$ cat src/verilog/qmac_pkg.sv
// package for the q15 multiply-accumulate and index datapath
package qmac_pkg;
  localparam int unsigned QMAC_NUM_ACC      = 4;
  localparam int unsigned QMAC_FLAG_LSB     = 16;
  localparam int unsigned QMAC_FLAG_MSB     = 19;
  localparam int unsigned QMAC_CTRL_W       = 32;
  localparam logic [15:0] QMAC_Q15_NEG_ONE  = 16'h8000;
  localparam logic [31:0] QMAC_Q31_MAX      = 32'h7FFFFFFF;
  localparam logic [31:0] QMAC_Q31_MIN      = 32'h80000000;
  localparam logic [63:0] QMAC_ACC_RST      = 64'h0000000000000000;
  localparam logic [31:0] QMAC_CTRL_RST     = 32'h00000000;
  localparam int unsigned QMAC_IDX_LSB      = 8;
  localparam int unsigned QMAC_IDX_MSB      = 23;
  localparam int unsigned QMAC_DEC_MSB      = 7;

  typedef enum logic [3:0] {
    QMAC_OP_NONE,
    QMAC_OP_MAC_LEFT_PLAIN,
    QMAC_OP_MAC_LEFT_SAT,
    QMAC_OP_MAC_RIGHT_PLAIN,
    QMAC_OP_MAC_RIGHT_SAT,
    QMAC_OP_MOVE_FROM_UPPER,
    QMAC_OP_MOVE_FROM_LOWER,
    QMAC_OP_MOVE_TO_UPPER,
    QMAC_OP_MOVE_TO_LOWER,
    QMAC_OP_INDEX_DEC
  } qmac_op_e;
endpackage : qmac_pkg

$ cat src/verilog/qmac_q15_mul.sv
// q15 by q15 fractional multiplier producing a q31 intermediate
`timescale 1ns/1ns
module qmac_q15_mul
  import qmac_pkg::*;
(
  input  wire logic [15:0] op_a,
  input  wire logic [15:0] op_b,
  output logic      [31:0] prod_q31,
  output logic             prod_sat
);
  logic signed [31:0] raw_prod;

  always_comb begin
    raw_prod = $signed(op_a) * $signed(op_b);
    prod_sat = (op_a == QMAC_Q15_NEG_ONE) && (op_b == QMAC_Q15_NEG_ONE);
    // -1 * -1 would wrap to -1 after the shift
    if (prod_sat) begin
      prod_q31 = QMAC_Q31_MAX;
    end else begin
      prod_q31 = {raw_prod[30:0], 1'b0};
    end
  end
endmodule : qmac_q15_mul

$ cat src/verilog/qmac_datapath.sv
// q15 multiply-accumulate, accumulator moves and circular index decrement
`timescale 1ns/1ns
module qmac_datapath
  import qmac_pkg::*;
#(
  parameter int unsigned NUM_ACC = QMAC_NUM_ACC
) (
  input  wire logic        clk,
  input  wire logic        rstn,
  input  wire logic        op_valid,
  input  qmac_op_e         op_code,
  input  wire logic [1:0]  acc_select,
  input  wire logic [31:0] first_source_reg,
  input  wire logic [31:0] second_source_reg,
  output logic             result_valid,
  output logic      [31:0] result_data,
  output logic      [31:0] signal_proc_control_reg,
  output logic             exc_value_raised
);
  // ---------------------------------------------------------------
  // parameter check
  // ---------------------------------------------------------------
  if (NUM_ACC != 4) begin : g_bad_acc
    $error("accumulator count must be four");
  end

  // ---------------------------------------------------------------
  // operand select and multiply
  // ---------------------------------------------------------------
  logic        is_left;
  logic        is_mac;
  logic        is_sat;
  logic [15:0] mul_a;
  logic [15:0] mul_b;
  logic [31:0] prod_q31;
  logic        prod_sat;

  assign is_left = (op_code == QMAC_OP_MAC_LEFT_PLAIN) || (op_code == QMAC_OP_MAC_LEFT_SAT);
  assign is_sat  = (op_code == QMAC_OP_MAC_LEFT_SAT) || (op_code == QMAC_OP_MAC_RIGHT_SAT);
  assign is_mac  = is_left || is_sat || (op_code == QMAC_OP_MAC_RIGHT_PLAIN);

  always_comb begin
    if (is_left) begin
      mul_a = first_source_reg[31:16];
      mul_b = second_source_reg[31:16];
    end else begin
      mul_a = first_source_reg[15:0];
      mul_b = second_source_reg[15:0];
    end
  end

  qmac_q15_mul u_mul (
    .op_a     (mul_a),
    .op_b     (mul_b),
    .prod_q31 (prod_q31),
    .prod_sat (prod_sat)
  );

  // ---------------------------------------------------------------
  // accumulate
  // ---------------------------------------------------------------
  logic [63:0] acc_q [NUM_ACC];
  logic [63:0] acc_sel;
  logic [63:0] sum;
  logic        sum_ovf;
  logic [63:0] acc_new;
  logic        flag_set;

  assign acc_sel = acc_q[acc_select];
  assign sum     = acc_sel + {{32{prod_q31[31]}}, prod_q31};
  assign sum_ovf = sum[32] != sum[31];

  always_comb begin
    acc_new  = sum;
    flag_set = 1'b0;
    if (is_sat) begin
      flag_set = prod_sat || sum_ovf;
      if (sum_ovf) begin
        // clamp chosen by bit 32: clear selects QMAC_Q31_MIN, set selects QMAC_Q31_MAX
        acc_new = sum[32] ? {{32{1'b0}}, QMAC_Q31_MAX} : {{32{1'b1}}, QMAC_Q31_MIN};
      end else begin
        acc_new = {{32{sum[31]}}, sum[31:0]};
      end
    end else begin
      // plain form reports only the product clamp
      flag_set = prod_sat;
    end
  end

  // ---------------------------------------------------------------
  // accumulator file
  // ---------------------------------------------------------------
  for (genvar g = 0; g < NUM_ACC; g++) begin : g_acc
    always_ff @(posedge clk or negedge rstn) begin
      if (!rstn) begin
        acc_q[g] <= QMAC_ACC_RST;
      end else if (op_valid && acc_select == 2'(g)) begin
        if (is_mac) begin
          acc_q[g] <= acc_new;
        end else if (op_code == QMAC_OP_MOVE_TO_UPPER) begin
          acc_q[g][63:32] <= first_source_reg;
        end else if (op_code == QMAC_OP_MOVE_TO_LOWER) begin
          acc_q[g][31:0] <= first_source_reg;
        end
      end
    end
  end

  // ---------------------------------------------------------------
  // control register flags
  // ---------------------------------------------------------------
  logic [QMAC_CTRL_W-1:0] ctrl_q;

  always_ff @(posedge clk or negedge rstn) begin
    if (!rstn) begin
      ctrl_q <= QMAC_CTRL_RST;
    end else if (op_valid && is_mac && flag_set) begin
      ctrl_q[QMAC_FLAG_LSB + 32'(acc_select)] <= 1'b1;
    end
  end
  // index decrement and moves never reach the flag field
  assign signal_proc_control_reg = ctrl_q;

  // ---------------------------------------------------------------
  // general register result
  // ---------------------------------------------------------------
  logic        res_valid_q;
  logic [31:0] res_q;
  logic [31:0] res_d;
  logic        res_wr;

  always_comb begin
    res_wr = 1'b1;
    res_d  = 32'h00000000;
    case (op_code)
      QMAC_OP_MOVE_FROM_UPPER: res_d = acc_sel[63:32];
      QMAC_OP_MOVE_FROM_LOWER: res_d = acc_sel[31:0];
      QMAC_OP_INDEX_DEC: begin
        if (first_source_reg == 32'h00000000) begin
          res_d = {16'h0000, second_source_reg[QMAC_IDX_MSB:QMAC_IDX_LSB]};
        end else begin
          res_d = first_source_reg - {24'h000000, second_source_reg[QMAC_DEC_MSB:0]};
        end
      end
      default: res_wr = 1'b0;
    endcase
  end

  always_ff @(posedge clk or negedge rstn) begin
    if (!rstn) begin
      res_valid_q <= 1'b0;
    end else begin
      res_valid_q <= op_valid && res_wr;
    end
  end

  always_ff @(posedge clk or negedge rstn) begin
    if (!rstn) begin
      res_q <= 32'h00000000;
    end else if (op_valid && res_wr) begin
      res_q <= res_d;
    end
  end

  assign result_valid     = res_valid_q;
  assign result_data      = res_q;
  // value-dependent exceptions simply do not exist here
  assign exc_value_raised = 1'b0;
endmodule : qmac_datapath

$ cat config.mk
export PLATFORM = sky130hd
export DESIGN_NAME = qmac_datapath
export DESIGN_NICKNAME = d
export VERILOG_FILES = /design/src/verilog/qmac_pkg.sv /design/src/verilog/qmac_q15_mul.sv /design/src/verilog/qmac_datapath.sv
export SDC_FILE = /design/constraint.sdc
export NUM_CORES = 2
export LEC_CHECK = 0
export BUFFER_PORTS_ARGS = -buffer_cell sky130_fd_sc_hd__clkbuf_2
export CELL_PAD_IN_SITES_DETAIL_PLACEMENT = 1
export CELL_PAD_IN_SITES_GLOBAL_PLACEMENT = 2
export CORE_MARGIN = 2
export CORE_UTILIZATION = 37
export CTS_BUF_LIST = sky130_fd_sc_hd__clkbuf_4
export DETAILED_ROUTE_END_ITERATION = 16
export PLACE_DENSITY = 0.91
export SLEW_MARGIN = 20
export SYNTH_ARGS = -nofsm -noshare
export SYNTH_HDL_FRONTEND = slang
export SYNTH_SLANG_ARGS = --single-unit
$ cat constraint.sdc
create_clock -name clk -period 4.1 [get_ports clk]
set_input_delay 0.41 -clock clk [delete_from_list [all_inputs] [get_ports clk]]
set_output_delay 0.41 -clock clk [all_outputs]
set_load 0.01 [all_outputs]
# Word level (Yosys, flattened, before mapping)
# Cells that the tools add are included.
# Widths: inputs -> output; s select.
# totals
ff_bits,321
word_cells,82
# classes
addsub,3
n_mul,1
n_lt_le_gt_ge,3
n_eq_ne,16
n_mux,19
bitwise_logic,2
n_reduce_logical,27
# op_table
op,n
$mux 64,6
$mux 32,5
$bmux 64 s2,1
$pmux 32 s3,1
$add 64x64->64,1
$eq 16x16->1 const B,2
$logic_not 32->1,1
$mux 16,2
$or 32x32->32,1
$sub 32x8->32,1
$mul 16x16->31,1
$eq 4x3->1 const B,4
$reduce_and 3->1,4
$logic_and 1x1->1,9
$eq 4x2->1 const B,2
$eq 4x4->1 const B,2
$reduce_and 2->1,4
$add 5x2->6 const A,1
$ge 6x1->1 const B,1
$lt 6x6->1 const B,1
$demux 1 s5,1
$logic_or 1x1->1,5
$eq 2x2->1 const B,2
$eq 4x1->1 const B,1
9 further kinds,12

# Logic depth before layout (Yosys ltp)
# depth
depth_word,11
depth_mapped,47

# Hierarchy
# Synthesis repeated with hierarchy kept, for this count alone.
# unflattened
cells_unflattened,3069
area_unflattened_um2,28534.9
# by_module_without_submodules
mod,instances,cells_each,area_per_inst_um2,seq_area_each_um2
qmac_datapath,1,1950,18614.1,7332.0
qmac_q15_mul,1,1119,9920.8,0.0

# Worst setup path before layout
# No wires, ideal clock.
# synth_timing
path_type,in2reg
start,input op_code[0]
end,register acc_q[123] (netlist bit)
t_arrival_ns,10.302
slack_ns,-6.344
stages,42
path_cell_list,buf_4 xor2_4 nand2_4 buf_1 clkbuf_1 mux2i_1 nor2_1 fa_1 inv_1 fa_1 fa_1 fa_1 inv_1 fa_1 fa_1 ha_1 a21o_1 a21oi_1 [6 not listed] a21o_1 a31oi_1 xor2_1 nand2_1 ha_1 inv_1 o21bai_1 a21oi_1 nand3_1 o21ai_0 a21oi_1 clkbuf_1 o211ai_1 nand4_1 a221oi_2 nor2_1 a211oi_1 a21oi_1
# synth_via
elab_chain_len,11
word_cells_on_any_way,24
# synth_rtl
element,line_no,source
from (decl),qmac_datapath.sv:11,"input qmac_op_e op_code,"
branches (longest 11 deep; another with $add 64x64->64),n/a,
"to (signal, indexed assignment)",qmac_datapath.sv:99,acc_q[g] <= acc_new;
"to (signal, indexed assignment)",qmac_datapath.sv:101,acc_q[g][63:32] <= first_source_reg;
"to (signal, indexed assignment)",qmac_datapath.sv:103,acc_q[g][31:0] <= first_source_reg;
to (decl),qmac_datapath.sv:62,logic [63:0] acc_q [NUM_ACC];
# Parallel ways; which one is timed is not known.
# A chain may end at the register's enable or synchronous reset.

# Final worst setup path
# layout_timing
start,input op_code[1]
end,register acc_q[80] (netlist bit)
# Same word-level chain as after synthesis.

==> summary.md <==
| Metric | Value |
|---|---|
| Status | finished, violations left |
| Failing checks | setup timing |
| WHS | 103.9 ps |
| Largest net degree at the start of global routing | 103 |
| CP top delay family | adder cells |
| Post-synth EDFFs | 0 |
| Filler cells | roughly 8800 |
| H-tree depth | 3 |
| Post-Route WL | between 100000 and 150000 um |
| Area Overhead vs Synth | 37.47% |
| CORE AREA | just under 0.08 mm2 |
| RSZ-0062 raised after global routing | yes |
| Drt wl/cell | approximately 28 um |
| Post-Syn Instances | 3226 |
| Number of clock sinks | just under 300 |
| Antenna viol nets, final | 0 |
| Hold Path Class | input port to flip-flop |
| Reg area | approximately 0.0073 mm2 |
| CTS tree | done |
| Post-DR vias/cell | between 6 and 7 |
| Minimum clock period | just under 10000 ps |
| Seq/Total Area, Yosys | 0.2561 |
| Max incr delay on CP | just under 700 ps |
| FF+latch count, synth | about 290 |
| Post-layout util | 0.5106 |
| Clock latency on the worst-skew pair | 870 ps |
| Die Area | around 0.080 mm2 |
| Synth async-reset ratio | 1.000 |
| Clk buf depth | 3 |
| FF-to-FF setup slack | -1220 ps |
| Top-level I/O count | 139 |
| Final Setup Violations | 260 |
| Yosys warns | 0 |
| Clock root cell | clkbuf_4 |
| Synthesized area | about 0.029 mm2 |
| Critical path type | input port to flip-flop |
| Post-route non-filler standard cell count | around 5100 |
| Max FFs per register | 256 |
| Final critical-path share of the clock period | 2.426 |
| Starting Density | 0.3714 |
| Worst clock skew | a little over 80 ps |
| Crit-path max FO | 7 |
| Slowest cell on the critical path | fa_1 |
| DR iter-0 viols | ~3600 |
| Max-cap violation count | 0 |
| Slew HR | 0.09349 |
| Multi-input gate area | between 0.02 and 0.025 mm2 |
| Worst setup margin | -5847 ps |
| Share of cells above drive strength 1 | 0.3651 |
| Row count | between 100 and 150 |
| Nets@finish | between 4000 and 5000 |
| First-pass GRT wire length | 197900 um |
| Horiz. Die Dim | between 200 and 300 um |
| Total CTS buffers | 80 |
| Distinct cells, synth | 86 |
| Pins Over Slew Limit | 0 |
| Top cell by count, worst path | fa_1 |
| Pre-antenna DRT Iters | 9 |
| Syn_area_per_cell | 8.875 um2 |
| Setup crit end kind | flip-flop |
| IO buf count | approximately 110 |
| Reg clk slew, reported paths | ~70 ps |
| Ys flop type | dfrtp_1 |
| Worst EP arrival | between 10000 and 15000 ps |
| Via count | a little over 30000 |
| Commonest non-fill, non-tap cell in the layout | buf_4 |
| Die height | 282.2 um |
| Tightest Pin Transition | 1357 ps |
| Initial antenna violation count | 6 |
| Fmax | slightly above 100 MHz |
| Most frequent cells in the layout | 631 x buf_4, 499 x nand2_1, 293 x inv_1, 293 x dfrtp_1, 251 x fa_1 |
| Crit path buf inv count | 10 |
| Post-DP HPWL | approximately 96000 um |
| GPL Wtd Cong | between 0.9 and 1 |
| # DRC | 0 |
| Post-place setup slack | -6021 ps |
| GRT overflow | 0 |
| Fin. Hold Viols | 0 |
| Worst EP required | 4830 ps |
| Critical Path Source Type | input port |
| Placed cells | a little under 5000 |
| Total GRT Usage | 0.3295 |
| Vias in the first global route | 32424 |
## timing repair
action,CTS,global route
gates resized for setup,236,221
buffers inserted,75,36
cloned,9,1
setup endpoints to repair,260,260
pin swaps,85,138
hold endpoints to repair,97,0
hold buffers,1,0
## final timing paths
| check | from | endpoint | depth (start not counted) |
|---|---|---|---|
| hold reg to reg | acc_q[90] | acc_q[90] | 2 |
| setup reg to reg | acc_q[0] | acc_q[80] | 19 |
| min in group asynchronous | rstn | acc_q[135] | 2 |
| max in group asynchronous | rstn | acc_q[182] | 3 |
| setup / recovery | op_code[1] | acc_q[80] | 43 |
| hold / removal | op_valid | result_valid | 3 |
## synth_stat cells (29+ instances only)
library cell	n	share of area
o21ai_1	123	0.022
a21oi_1	114	0.020
mux2_2	33	0.013
nand3_1	39	0.0068
nor2_1	271	0.036
mux4_2	62	0.049
xnor2_1	74	0.023
dfrtp_1	293	0.26
nor3_1	54	0.0094
nor4_1	29	0.0063
fa_1	258	0.18
clkbuf_1	127	0.017
mux2i_1	47	0.016
nand2_1	516	0.068
buf_4	39	0.010
o21ai_0	211	0.037
xor2_1	42	0.013
inv_1	306	0.040
ha_1	119	0.052
## per-layer routing
layer	GRT usage	vias up	share of wire
met4	0.2301	10	0.095
met1	0.3844	15323	0.34
met3	0.08549	884	0.11
met2	0.5305	2123	0.45
met5	0	-	0.00069
li1	-	12491	-
## tightest hold or removal path, cell delays in order
cell and delay (ps):
clkbuf_2 140, o31ai_4 80, inv_1 170
## logic make-up after synthesis
| family | Yosys count | synth area share |
|---|---|---|
| buffers and inverters | 508 | 0.07280 |
| muxes | 144 | 0.07949 |
| adders and majority gates | 377 | 0.2324 |
| xor gates and xnor gates | 117 | 0.03645 |
| DFF | 293 | 0.2561 |
| AOI/OAI and AO/OA | 696 | 0.1528 |
| other | 1 | 0.0001310 |
| and+or+nand+nor | 1090 | 0.1698 |
## cell type report
class / count / area share
multi-input cells: 2455 / 0.5550
flip-flops and latches: 293 / 0.1863
repair buffers: 826 / 0.1714
well taps: 1040 / 0.03306
inverters: 307 / 0.02947
clock buffers: 112 / 0.02136
clock inverters: 20 / 0.003274
diodes: 2 / 0.0001272
## stage by stage
stage               instance area [um2]  setup TNS (ps)
floorplan                         29840        -1234730
global placement                  35460        -1443330
detailed placement                35460        -1514290
CTS                               38210        -1202770
global route                      39360        -1469180
finish                            39360        -1429540
Power is left out: the tool's default activity adds up to more than one toggle a clock period on the data nets, which glitch-free logic cannot reach.
